--- src/hdl/throttle_pkg.sv ---
// package: register map, field layout, reset values and timing for the speed command block
package throttle_pkg;
    // register word offsets (byte addresses)
    localparam logic [7:0] ADDR_CTRL = 8'h00;
    localparam logic [7:0] ADDR_FWD_CEIL = 8'h04;
    localparam logic [7:0] ADDR_FWD_FLOOR = 8'h08;
    localparam logic [7:0] ADDR_REV_CEIL = 8'h0c;
    localparam logic [7:0] ADDR_REV_FLOOR = 8'h10;
    localparam logic [7:0] ADDR_VLIMIT = 8'h14;
    localparam logic [7:0] ADDR_BAND = 8'h18;
    localparam logic [7:0] ADDR_STATUS = 8'h1c;
    localparam logic [7:0] ADDR_ID = 8'h20;
    // ctrl field positions
    localparam int CTRL_TYPE_LSB = 0;
    localparam int CTRL_POT_EN = 4;
    localparam int CTRL_INTERLOCK_EN = 5;
    localparam int CTRL_NEUTRAL_IN_EN = 6;
    // speed words: mode 1 in bits 7:0, mode 2 in bits 15:8
    localparam int MODE2_LSB = 8;
    // vlimit: lower in 7:0, upper in 15:8 (full scale 255 = 5 V)
    localparam int UPPER_LSB = 8;
    // band: deadband in 7:0, full-output point in 15:8, percent
    localparam int FULL_LSB = 8;
    // reset values
    localparam logic [3:0] RST_TYPE = 4'h2;
    localparam logic [7:0] RST_CEIL = 8'h64;
    localparam logic [7:0] RST_FLOOR = 8'h00;
    localparam logic [7:0] RST_LOWER_V = 8'h00;
    localparam logic [7:0] RST_UPPER_V = 8'hff;
    localparam logic [7:0] RST_DEADBAND = 8'h0a;
    localparam logic [7:0] RST_FULL = 8'h64;
    // programmable ranges
    localparam logic [7:0] PCT_MAX = 8'h64;
    localparam logic [7:0] DEADBAND_MIN = 8'h05;
    localparam logic [7:0] DEADBAND_MAX = 8'h1e;
    localparam logic [7:0] FULL_MIN = 8'h28;
    localparam logic [7:0] UPPER_V_MIN = 8'h99;
    localparam logic [7:0] LOWER_V_MAX = 8'h66;
    localparam logic [3:0] TYPE_MAX = 4'h9;
    localparam logic [3:0] TYPE_FIRST_VOLT = 4'h5;
    // arbitrary identity value
    localparam logic [31:0] BLOCK_ID = 32'h0000_5a01;
    // interlock timeout
    localparam int CLK_HZ = 100_000_000;
    localparam int FAULT_TIME_S = 10;
    localparam longint FAULT_CYCLES = longint'(FAULT_TIME_S) * longint'(CLK_HZ);
endpackage : throttle_pkg

--- src/hdl/scale_if.sv ---
// interface: scaling request between the top and the interpolation unit
`timescale 1ns/1ns
`default_nettype none
interface scale_if;
    logic [7:0] pos;
    logic [7:0] lo;
    logic [7:0] hi;
    logic [7:0] result;
    modport user (output pos, output lo, output hi, input result);
    modport unit (input pos, input lo, input hi, output result);
endinterface : scale_if
`default_nettype wire

--- src/hdl/speed_interp.sv ---
// interpolation unit: result = lo + (hi - lo) * pos / 255, registered
`timescale 1ns/1ns
`default_nettype none
module speed_interp
    import throttle_pkg::*;
(
    input wire logic clk_i,
    input wire logic rst_i,
    scale_if.unit s
);
    typedef struct packed
    {
        logic [7:0] result;
    } interp_state_t;
    interp_state_t state;
    interp_state_t next_state;
    logic [7:0] span;
    logic [15:0] prod;
    logic [8:0] sum;
    always_comb
    begin
        next_state = state;
        span = (s.hi > s.lo) ? 8'(s.hi - s.lo) : 8'h00;
        prod = span * s.pos;
        // pos 255 gives exactly hi
        sum = {1'b0, s.lo} + {1'b0, 8'(prod / 16'h00ff)};
        next_state.result = sum[8] ? 8'hff : sum[7:0];
    end
    always_ff @(posedge clk_i)
    begin
        if (rst_i)
            state <= '0;
        else
            state <= next_state;
    end
    assign s.result = state.result;
endmodule : speed_interp
`default_nettype wire

--- src/hdl/throttle_speed_command.sv ---
// top: throttle and speed-limit pot to speed request, with wishbone settings registers
// What this block does
// mode switch at battery positive selects mode 2, otherwise mode 1.
// separate ceiling and floor for forward and reverse per mode; active set used.
// full-throttle limit interpolates linearly floor to ceiling by speed-limit pot.
// pot at maximum and full throttle requests exactly the ceiling.
// floor settings are clamped to never exceed the matching ceiling.
// floors only take effect while the speed-limit pot is enabled.
// type codes 0 to 4 decode resistive wigwag, inverted, single, inverted single, unipolar.
// type codes 5 to 9 decode the same shapes for voltage throttles.
// a setting enables detection of a dedicated neutral input.
// voltage throttles take upper endpoint from a 3 to 5 V setting.
// voltage throttles take lower endpoint from a 0 to 2 V setting.
// resistive throttles ignore programmed voltage limits and use full pot span.
// throttle inside the 5 to 30 percent deadband counts as neutral.
// a 40 to 100 percent full point gives full output at 100 minus that percent of travel past the deadband.
// interlock on: off-neutral throttle at power-up inhibits drive until neutral.
// interlock held 10 seconds latches a wiring fault until power cycle.
// a setting enables the speed-limit pot; off means pot is ignored.
// pot disabled uses the active ceiling as the full-throttle limit.
`timescale 1ns/1ns
`default_nettype none
module throttle_speed_command
    import throttle_pkg::*;
#(
    parameter longint FAULT_CYCLES_P = FAULT_CYCLES
)
(
    input wire logic clk_i,
    input wire logic rst_i,
    input wire logic wb_cyc_i,
    input wire logic wb_stb_i,
    input wire logic wb_we_i,
    input wire logic [7:0] wb_adr_i,
    input wire logic [3:0] wb_sel_i,
    input wire logic [31:0] wb_dat_i,
    output logic [31:0] wb_dat_o,
    output logic wb_ack_o,
    input wire logic [7:0] throttle_pos_i,
    input wire logic [7:0] limit_pot_i,
    input wire logic mode_switch_i,
    input wire logic neutral_in_i,
    output logic [7:0] speed_cmd_o,
    output logic reverse_o,
    output logic drive_inhibit_o,
    output logic wiring_fault_o,
    output logic neutral_o,
    output logic mode2_o
);
    typedef struct packed
    {
        logic ack;
        logic [31:0] rdata;
        logic [3:0] ttype;
        logic pot_en;
        logic interlock_en;
        logic neutral_in_en;
        logic [15:0] fwd_ceil;
        logic [15:0] fwd_floor;
        logic [15:0] rev_ceil;
        logic [15:0] rev_floor;
        logic [7:0] lower_v;
        logic [7:0] upper_v;
        logic [7:0] deadband;
        logic [7:0] full_pt;
        logic powered;
        logic interlock;
        logic fault;
        logic [39:0] timer;
        logic [7:0] cmd;
        logic reverse;
        logic neutral;
    } top_state_t;

    top_state_t state;
    top_state_t next_state;
    scale_if sif ();

    speed_interp u_interp
    (
        .clk_i(clk_i),
        .rst_i(rst_i),
        .s(sif.unit)
    );

    // ==========================================================
    // combinational decode
    // ==========================================================
    logic mode2;
    logic is_volt;
    logic [2:0] shape;
    logic [7:0] lo_end;
    logic [7:0] hi_end;
    logic [7:0] norm;
    logic [8:0] dev2;
    logic [7:0] dev;
    logic dev_rev;
    logic [7:0] dead_cnt;
    logic [7:0] full_cnt;
    logic [7:0] drive_mag;
    logic [15:0] ramp;
    logic [7:0] ceil_sel;
    logic [7:0] floor_sel;
    logic [7:0] floor_clamped;
    logic [7:0] limit;
    logic [15:0] out_prod;
    logic in_neutral;
    logic wb_req;
    logic [31:0] wmask;
    logic [31:0] rd;
    logic [31:0] wv;

    function automatic logic [15:0] merge16(input logic [15:0] old, input logic [31:0] nv, input logic [31:0] m);
        merge16 = (old & ~m[15:0]) | (nv[15:0] & m[15:0]);
    endfunction : merge16

    function automatic logic [7:0] clip(input logic [7:0] v, input logic [7:0] lo, input logic [7:0] hi);
        clip = (v < lo) ? lo : ((v > hi) ? hi : v);
    endfunction : clip

    always_comb
    begin
        next_state = state;
        mode2 = mode_switch_i;
        is_volt = (state.ttype >= TYPE_FIRST_VOLT);
        shape = is_volt ? 3'(state.ttype - TYPE_FIRST_VOLT) : state.ttype[2:0];
        // endpoints: programmed for voltage, full span for resistive
        lo_end = is_volt ? state.lower_v : 8'h00;
        hi_end = is_volt ? state.upper_v : 8'hff;
        if (throttle_pos_i <= lo_end)
            norm = 8'h00;
        else if (throttle_pos_i >= hi_end || hi_end <= lo_end)
            norm = 8'hff;
        else
            norm = 8'((16'(8'(throttle_pos_i - lo_end)) * 16'h00ff) / 16'(8'(hi_end - lo_end)));
        // inverted shapes mirror the travel
        if (shape == 3'd1 || shape == 3'd3)
            norm = 8'(8'hff - norm);
        // wigwag and unipolar centred; single-ended from low end
        dev_rev = 1'b0;
        dev = norm;
        dev2 = {norm, 1'b0};
        ramp = 16'h0000;
        case (shape)
            3'd0, 3'd1, 3'd4:
            begin
                if (norm >= 8'h80)
                    dev = (norm == 8'hff) ? 8'hff : 8'(dev2 - 9'h100);
                else
                begin
                    dev = 8'(9'h0ff - dev2);
                    // unipolar: direction comes from direction inputs outside this block
                    dev_rev = (shape != 3'd4);
                end
            end
            default:
            begin
                dev = norm;
            end
        endcase
        dead_cnt = 8'((16'(clip(state.deadband, DEADBAND_MIN, DEADBAND_MAX)) * 16'h00ff) / 16'h0064);
        full_cnt = 8'((16'(clip(state.full_pt, FULL_MIN, PCT_MAX)) * 16'h00ff) / 16'h0064);
        // higher full point means less travel to reach full output
        full_cnt = 8'(8'hff - full_cnt + dead_cnt);
        if (full_cnt <= dead_cnt)
            full_cnt = 8'(dead_cnt + 8'h01);
        in_neutral = (dev <= dead_cnt) || (state.neutral_in_en && neutral_in_i);
        if (in_neutral)
            drive_mag = 8'h00;
        else if (dev >= full_cnt)
            drive_mag = 8'hff;
        else
        begin
            ramp = (16'(8'(dev - dead_cnt)) * 16'h00ff) / 16'(8'(full_cnt - dead_cnt));
            drive_mag = ramp[7:0];
        end
        // active ceiling and floor set
        if (dev_rev)
        begin
            ceil_sel = mode2 ? state.rev_ceil[15:8] : state.rev_ceil[7:0];
            floor_sel = mode2 ? state.rev_floor[15:8] : state.rev_floor[7:0];
        end
        else
        begin
            ceil_sel = mode2 ? state.fwd_ceil[15:8] : state.fwd_ceil[7:0];
            floor_sel = mode2 ? state.fwd_floor[15:8] : state.fwd_floor[7:0];
        end
        floor_clamped = (floor_sel > ceil_sel) ? ceil_sel : floor_sel;
        sif.lo = floor_clamped;
        sif.hi = ceil_sel;
        sif.pos = limit_pot_i;
        // pot off: floor and pot have no effect
        limit = state.pot_en ? sif.result : ceil_sel;
        out_prod = drive_mag * limit;
        // interlock: one cycle after reset release, sample throttle once
        next_state.powered = 1'b1;
        if (!state.powered)
            next_state.interlock = state.interlock_en && !in_neutral;
        else if (in_neutral)
            next_state.interlock = 1'b0;
        if (state.interlock && !state.fault)
        begin
            if (state.timer >= 40'(FAULT_CYCLES_P - 1))
                next_state.fault = 1'b1;
            else
                next_state.timer = 40'(state.timer + 40'h00_0000_0001);
        end
        else if (!state.interlock)
            next_state.timer = '0;
        // no drive in the sampling cycle either, before the interlock has registered
        if (state.interlock || state.fault || in_neutral || !state.powered)
            next_state.cmd = 8'h00;
        else
            next_state.cmd = 8'(out_prod / 16'h00ff);
        next_state.reverse = dev_rev;
        next_state.neutral = in_neutral;
        // ==========================================================
        // wishbone slave: one wait state, ack pulse
        // ==========================================================
        wb_req = wb_cyc_i && wb_stb_i && !state.ack;
        next_state.ack = wb_req;
        for (int i = 0; i < 4; i++)
            wmask[i*8 +: 8] = {8{wb_sel_i[i]}};
        wv = wb_dat_i;
        case (wb_adr_i)
            ADDR_CTRL: rd = {25'h0, state.neutral_in_en, state.interlock_en, state.pot_en, state.ttype};
            ADDR_FWD_CEIL: rd = {16'h0, state.fwd_ceil};
            ADDR_FWD_FLOOR: rd = {16'h0, state.fwd_floor};
            ADDR_REV_CEIL: rd = {16'h0, state.rev_ceil};
            ADDR_REV_FLOOR: rd = {16'h0, state.rev_floor};
            ADDR_VLIMIT: rd = {16'h0, state.upper_v, state.lower_v};
            ADDR_BAND: rd = {16'h0, state.full_pt, state.deadband};
            ADDR_STATUS: rd = {24'h0, state.cmd[7:4] != 4'h0 ? 1'b1 : 1'b0, mode2, state.reverse,
                               state.neutral, 2'b00, state.fault, state.interlock};
            ADDR_ID: rd = BLOCK_ID;
            default: rd = 32'h0000_0000;
        endcase
        if (wb_req && !wb_we_i)
            next_state.rdata = rd;
        if (wb_req && wb_we_i)
        begin
            case (wb_adr_i)
                ADDR_CTRL:
                begin
                    // out-of-range type codes are rejected
                    if (wb_sel_i[0] && wv[CTRL_TYPE_LSB +: 4] <= TYPE_MAX)
                        next_state.ttype = wv[CTRL_TYPE_LSB +: 4];
                    if (wb_sel_i[0])
                    begin
                        next_state.pot_en = wv[CTRL_POT_EN];
                        next_state.interlock_en = wv[CTRL_INTERLOCK_EN];
                        next_state.neutral_in_en = wv[CTRL_NEUTRAL_IN_EN];
                    end
                end
                ADDR_FWD_CEIL: next_state.fwd_ceil = merge16(state.fwd_ceil, wv, wmask);
                ADDR_FWD_FLOOR: next_state.fwd_floor = merge16(state.fwd_floor, wv, wmask);
                ADDR_REV_CEIL: next_state.rev_ceil = merge16(state.rev_ceil, wv, wmask);
                ADDR_REV_FLOOR: next_state.rev_floor = merge16(state.rev_floor, wv, wmask);
                ADDR_VLIMIT: next_state.lower_v = wb_sel_i[0] ? clip(wv[7:0], 8'h00, LOWER_V_MAX) : state.lower_v;
                ADDR_BAND:
                begin
                    if (wb_sel_i[0])
                        next_state.deadband = clip(wv[7:0], DEADBAND_MIN, DEADBAND_MAX);
                    if (wb_sel_i[1])
                        next_state.full_pt = clip(wv[FULL_LSB +: 8], FULL_MIN, PCT_MAX);
                end
                default:
                begin
                end
            endcase
            if (wb_adr_i == ADDR_VLIMIT && wb_sel_i[1])
                next_state.upper_v = clip(wv[UPPER_LSB +: 8], UPPER_V_MIN, 8'hff);
        end
        // speeds above 100 percent are clipped per byte
        for (int m = 0; m < 2; m++)
        begin
            if (next_state.fwd_ceil[m*MODE2_LSB +: 8] > PCT_MAX)
                next_state.fwd_ceil[m*MODE2_LSB +: 8] = PCT_MAX;
            if (next_state.rev_ceil[m*MODE2_LSB +: 8] > PCT_MAX)
                next_state.rev_ceil[m*MODE2_LSB +: 8] = PCT_MAX;
            if (next_state.fwd_floor[m*MODE2_LSB +: 8] > PCT_MAX)
                next_state.fwd_floor[m*MODE2_LSB +: 8] = PCT_MAX;
            if (next_state.rev_floor[m*MODE2_LSB +: 8] > PCT_MAX)
                next_state.rev_floor[m*MODE2_LSB +: 8] = PCT_MAX;
        end
    end

    // ==========================================================
    // state register
    // ==========================================================
    always_ff @(posedge clk_i)
    begin
        if (rst_i)
        begin
            state <= '0;
            state.ttype <= RST_TYPE;
            state.fwd_ceil <= {RST_CEIL, RST_CEIL};
            state.rev_ceil <= {RST_CEIL, RST_CEIL};
            state.fwd_floor <= {RST_FLOOR, RST_FLOOR};
            state.rev_floor <= {RST_FLOOR, RST_FLOOR};
            state.lower_v <= RST_LOWER_V;
            state.upper_v <= RST_UPPER_V;
            state.deadband <= RST_DEADBAND;
            state.full_pt <= RST_FULL;
            state.interlock_en <= 1'b1;
        end
        else
            state <= next_state;
    end

    assign wb_ack_o = state.ack;
    assign wb_dat_o = state.rdata;
    // speed request in percent 0..100 (capped by the active ceiling), interpolation adds one cycle of lag
    assign speed_cmd_o = state.cmd;
    assign reverse_o = state.reverse;
    assign drive_inhibit_o = state.interlock || state.fault;
    assign wiring_fault_o = state.fault;
    assign neutral_o = state.neutral;
    assign mode2_o = mode_switch_i;
endmodule : throttle_speed_command
`default_nettype wire

--- config.mk ---
export PLATFORM = sky130hd
export DESIGN_NAME = throttle_speed_command
export DESIGN_NICKNAME = d
export VERILOG_FILES = /design/src/hdl/throttle_pkg.sv /design/src/hdl/scale_if.sv /design/src/hdl/speed_interp.sv /design/src/hdl/throttle_speed_command.sv
export SDC_FILE = /design/constraint.sdc
export NUM_CORES = 2
export LEC_CHECK = 0
export ABC_AREA = 1
export BUFFER_PORTS_ARGS = -buffer_cell sky130_fd_sc_hd__buf_2
export CAP_MARGIN = 20
export CORE_MARGIN = 2
export CORE_UTILIZATION = 62
export CTS_CLUSTER_DIAMETER = 150
export CTS_CLUSTER_SIZE = 24
export DETAILED_ROUTE_END_ITERATION = 7
export PLACE_DENSITY = 0.87
export REMOVE_ABC_BUFFERS = 1
export SLEW_MARGIN = 5
export SYNTH_ARGS = -nofsm -noshare
export SYNTH_HDL_FRONTEND = slang
export SYNTH_HIERARCHICAL = 1
export SYNTH_SLANG_ARGS = --single-unit
--- constraint.sdc ---
create_clock -name clk_i -period 106.9 [get_ports clk_i]
set_clock_uncertainty 0.15 [all_clocks]
set_input_delay 16.035 -clock clk_i [delete_from_list [all_inputs] [get_ports clk_i]]
set_output_delay 16.035 -clock clk_i [all_outputs]
set_load 0.05 [all_outputs]
==> reports/results.ini <==
[outcome]
status=finished, final reports clean

[timing]
min_period_ps=98400
fmax_mhz=10.16
tightest_slew_ps=957.4
fin_crit_sh_pct=92.05
worst_slack_ps=8502
slew_headroom_pct=36.18
hold_viol_final=0
finalMaxSlewViolations=0
holdWs_ps=281.4
setup-violations-final=0

[logic_synthesis]
avgSynthCellArea_um2=6.564
yosysUniqueCellTypes=81
yosys.area_share.simple_pct=28.68
synth-edff-count=0
yosysSeqAreaShare_pct=9.480
synthFlopType=dfxtp_1
syn_inst=5823
synth_area_um2=38220
synth-xor-area-share_pct=6.072
synthAdderAreaFrac_pct=26.67
ys_warn_count=6
async_reset_ff_share_pct=0
synth_top_family_by_area=simple AND/OR/NAND/NOR gates
synthMuxAreaShare_pct=0.1047
ys_seq_elements=181
synth-compound-area-share_pct=15.54

[global_route]
grt_max_degree=80
antenna_found_initial=8
grtUsageMet3_pct=3.594
grt_use_met2_pct=52.11
grt_pass1_wl_mm=160.2
gr-usage-all-layers_pct=29.55
grt.overflow.total=0
busiest_layer=met2
grtUsageMet1_pct=36.68
grt_pass1_vias=35400

[place]
dp_slack_ps=2854
hpwl_mm=78.54
gp_congestion=0.9940
io_buffers=78

[clock_network]
clk_latency_ps=460
cts_htree_levels=4
clockRootBuffer=clkbuf_16
clk_pin_slew_ps=80
cts_buffers=17
postCtsHoldBufs=0
cts_tree=done
clockBufferDepth=2
cts_sinks=181

[floorplan]
initial_core_util_pct=62.28
core_area_um2=61370
die_area_um2=63650
die_h_um=252.3
row_count=91
io_pins=113
die_x_um=252.3

[critical_path]
worstSetupPathType=in -> reg
required_ps=107070
cp_max_fo=18
critical_path.slowest_cell=fa_1
critPathMostFrequentCell=nand2_1
worst_setup_path_start_kind=input pin
critPathBufInv=87
max_stage_delay_ps=570
reg2reg_depth=542
cp-end-kind=flip-flop
crit_cells=538
cp_top_family=compound AO/OA/AOI/OAI gates
worstPathArrival_ps=98570

[route]
totalWireLength_mm=95.69
viasPerCell=5.560
ant_nets=0
drt_iter0_drc=2681
vias=37420
wl_per_cell_um=14.22
firstDrtPassIters=7
drc=0

[final_layout]
final_common_cell=nand2_1
fin_nets=6691
fin_util_pct=66.08
areaGrowthSynthToFinish_pct=6.102
drive_gt1_share_pct=9.368
layout_common_cells=1,175 x nand2_1, 1,131 x inv_1, 514 x ha_1, 488 x nor2_1, 307 x o21ai_0

[job]
drv_cap=0

[hold_path]
holdPathStages=2
hold_class=reg -> reg

cell usage after synthesis, types with 18 or more instances:
| cell type | number | area, um^2 |
|---|---|---|
| nor2_2 | 18 | 112.6 |
| nand2_2 | 94 | 588.1 |
| inv_2 | 36 | 135.1 |
| nand3_1 | 252 | 1261 |
| nand3_2 | 44 | 440.4 |
| o21bai_1 | 54 | 405.4 |
| clkbuf_1 | 61 | 229.0 |
| buf_4 | 43 | 322.8 |
| a21oi_1 | 229 | 1146 |
| fa_1 | 188 | 3764 |
| a21o_1 | 67 | 503.0 |
| dfxtp_1 | 181 | 3623 |
| nor2_1 | 496 | 1862 |
| o211ai_1 | 39 | 292.8 |
| nand4_1 | 68 | 425.4 |
| o22ai_1 | 85 | 531.8 |
| or2_2 | 45 | 281.5 |
| o21ai_0 | 313 | 1567 |
| nor3_1 | 69 | 345.3 |
| xnor2_1 | 102 | 893.4 |
| nand2_4 | 31 | 349.1 |
| nand2_1 | 1177 | 4418 |
| o31ai_1 | 21 | 157.7 |
| ha_1 | 514 | 6431 |
| inv_1 | 1137 | 4268 |
| xor2_1 | 163 | 1428 |
| o21ai_1 | 40 | 200.2 |
cells by family (layout without fill, tap and decap cells):
kind of cell	after synthesis	in the layout
adder cells (fa/ha/maj)	702	702
XOR/XNOR	265	265
multiplexers	4	4
AND/OR/NAND/NOR	2378	2379
buffers and inverters	1307	1369
AO/OA/AOI/OAI	984	984
other	2	55
flip-flops	181	181
what timing repair did:
action | 4_1_cts | 5_1_grt
endpoints found under the setup margin | 0 | 7
buffers inserted | 0 | 43
gates resized for setup | 0 | 59
per-layer routing:
layer  wire length (um)  part of all wire [%]
met5                 47                 0.049
met4               3645                   3.8
met3               6278                   6.6
met2              45310                    47
met1              40410                    42
worst reg2reg max path: cells and delay by family, from the launching register on:
kind | cells | cell delay, ps
compound gates | 201 | 32680
xor+xnor | 8 | 1590
fa+ha+maj | 50 | 17450
buf+inv | 88 | 8390
flops | 1 | 390
mux | 1 | 130
simple gates | 194 | 23510
final cells by class:
| cell class | instances | area (um^2) |
|---|---|---|
| multi-input cells | 4385 | 29860 |
| fillers | 5196 | 20820 |
| repair inverters | 2 | 10.01 |
| diodes | 4 | 10.01 |
| clock inverters | 15 | 214.0 |
| inverters | 1193 | 4527 |
| well taps | 790 | 988.4 |
| flip-flops and latches | 181 | 3623 |
| repair buffers | 142 | 893.4 |
| clock buffers | 17 | 425.4 |
metrics by stage:
stage | setup TNS [ps] | area, um^2 | instances
2_1_floorplan | 0 | 37770 | 5758
3_3_place_gp | 0 | 39300 | 6646
3_5_place_dp | 0 | 39300 | 6646
4_1_cts | 0 | 39940 | 6678
5_1_grt | -676.2 | 40550 | 6726
6_report | 0 | 40560 | 6729
registers in the layout, summed over array words and instances, names as in the netlist:
register / cells
speed_cmd_o: 8
reverse_o: 1
u_interp/s.result: 8
wb_ack_o: 1
wiring_fault_o: 1
neutral_o: 1
wb_dat_o: 16
state: 145
final timing paths:
path	end	slack, ps	start
worst max-delay path	speed_cmd_o[0]	8500	throttle_pos_i[0]
worst min-delay path	state[49]	280	state[49]
worst max register to register	speed_cmd_o[0]	22520	state[152]
worst min register to register	state[49]	280	state[49]
Power is not shown: default switching activity piles up to over one toggle a cycle in this logic, so the estimate is an artifact.
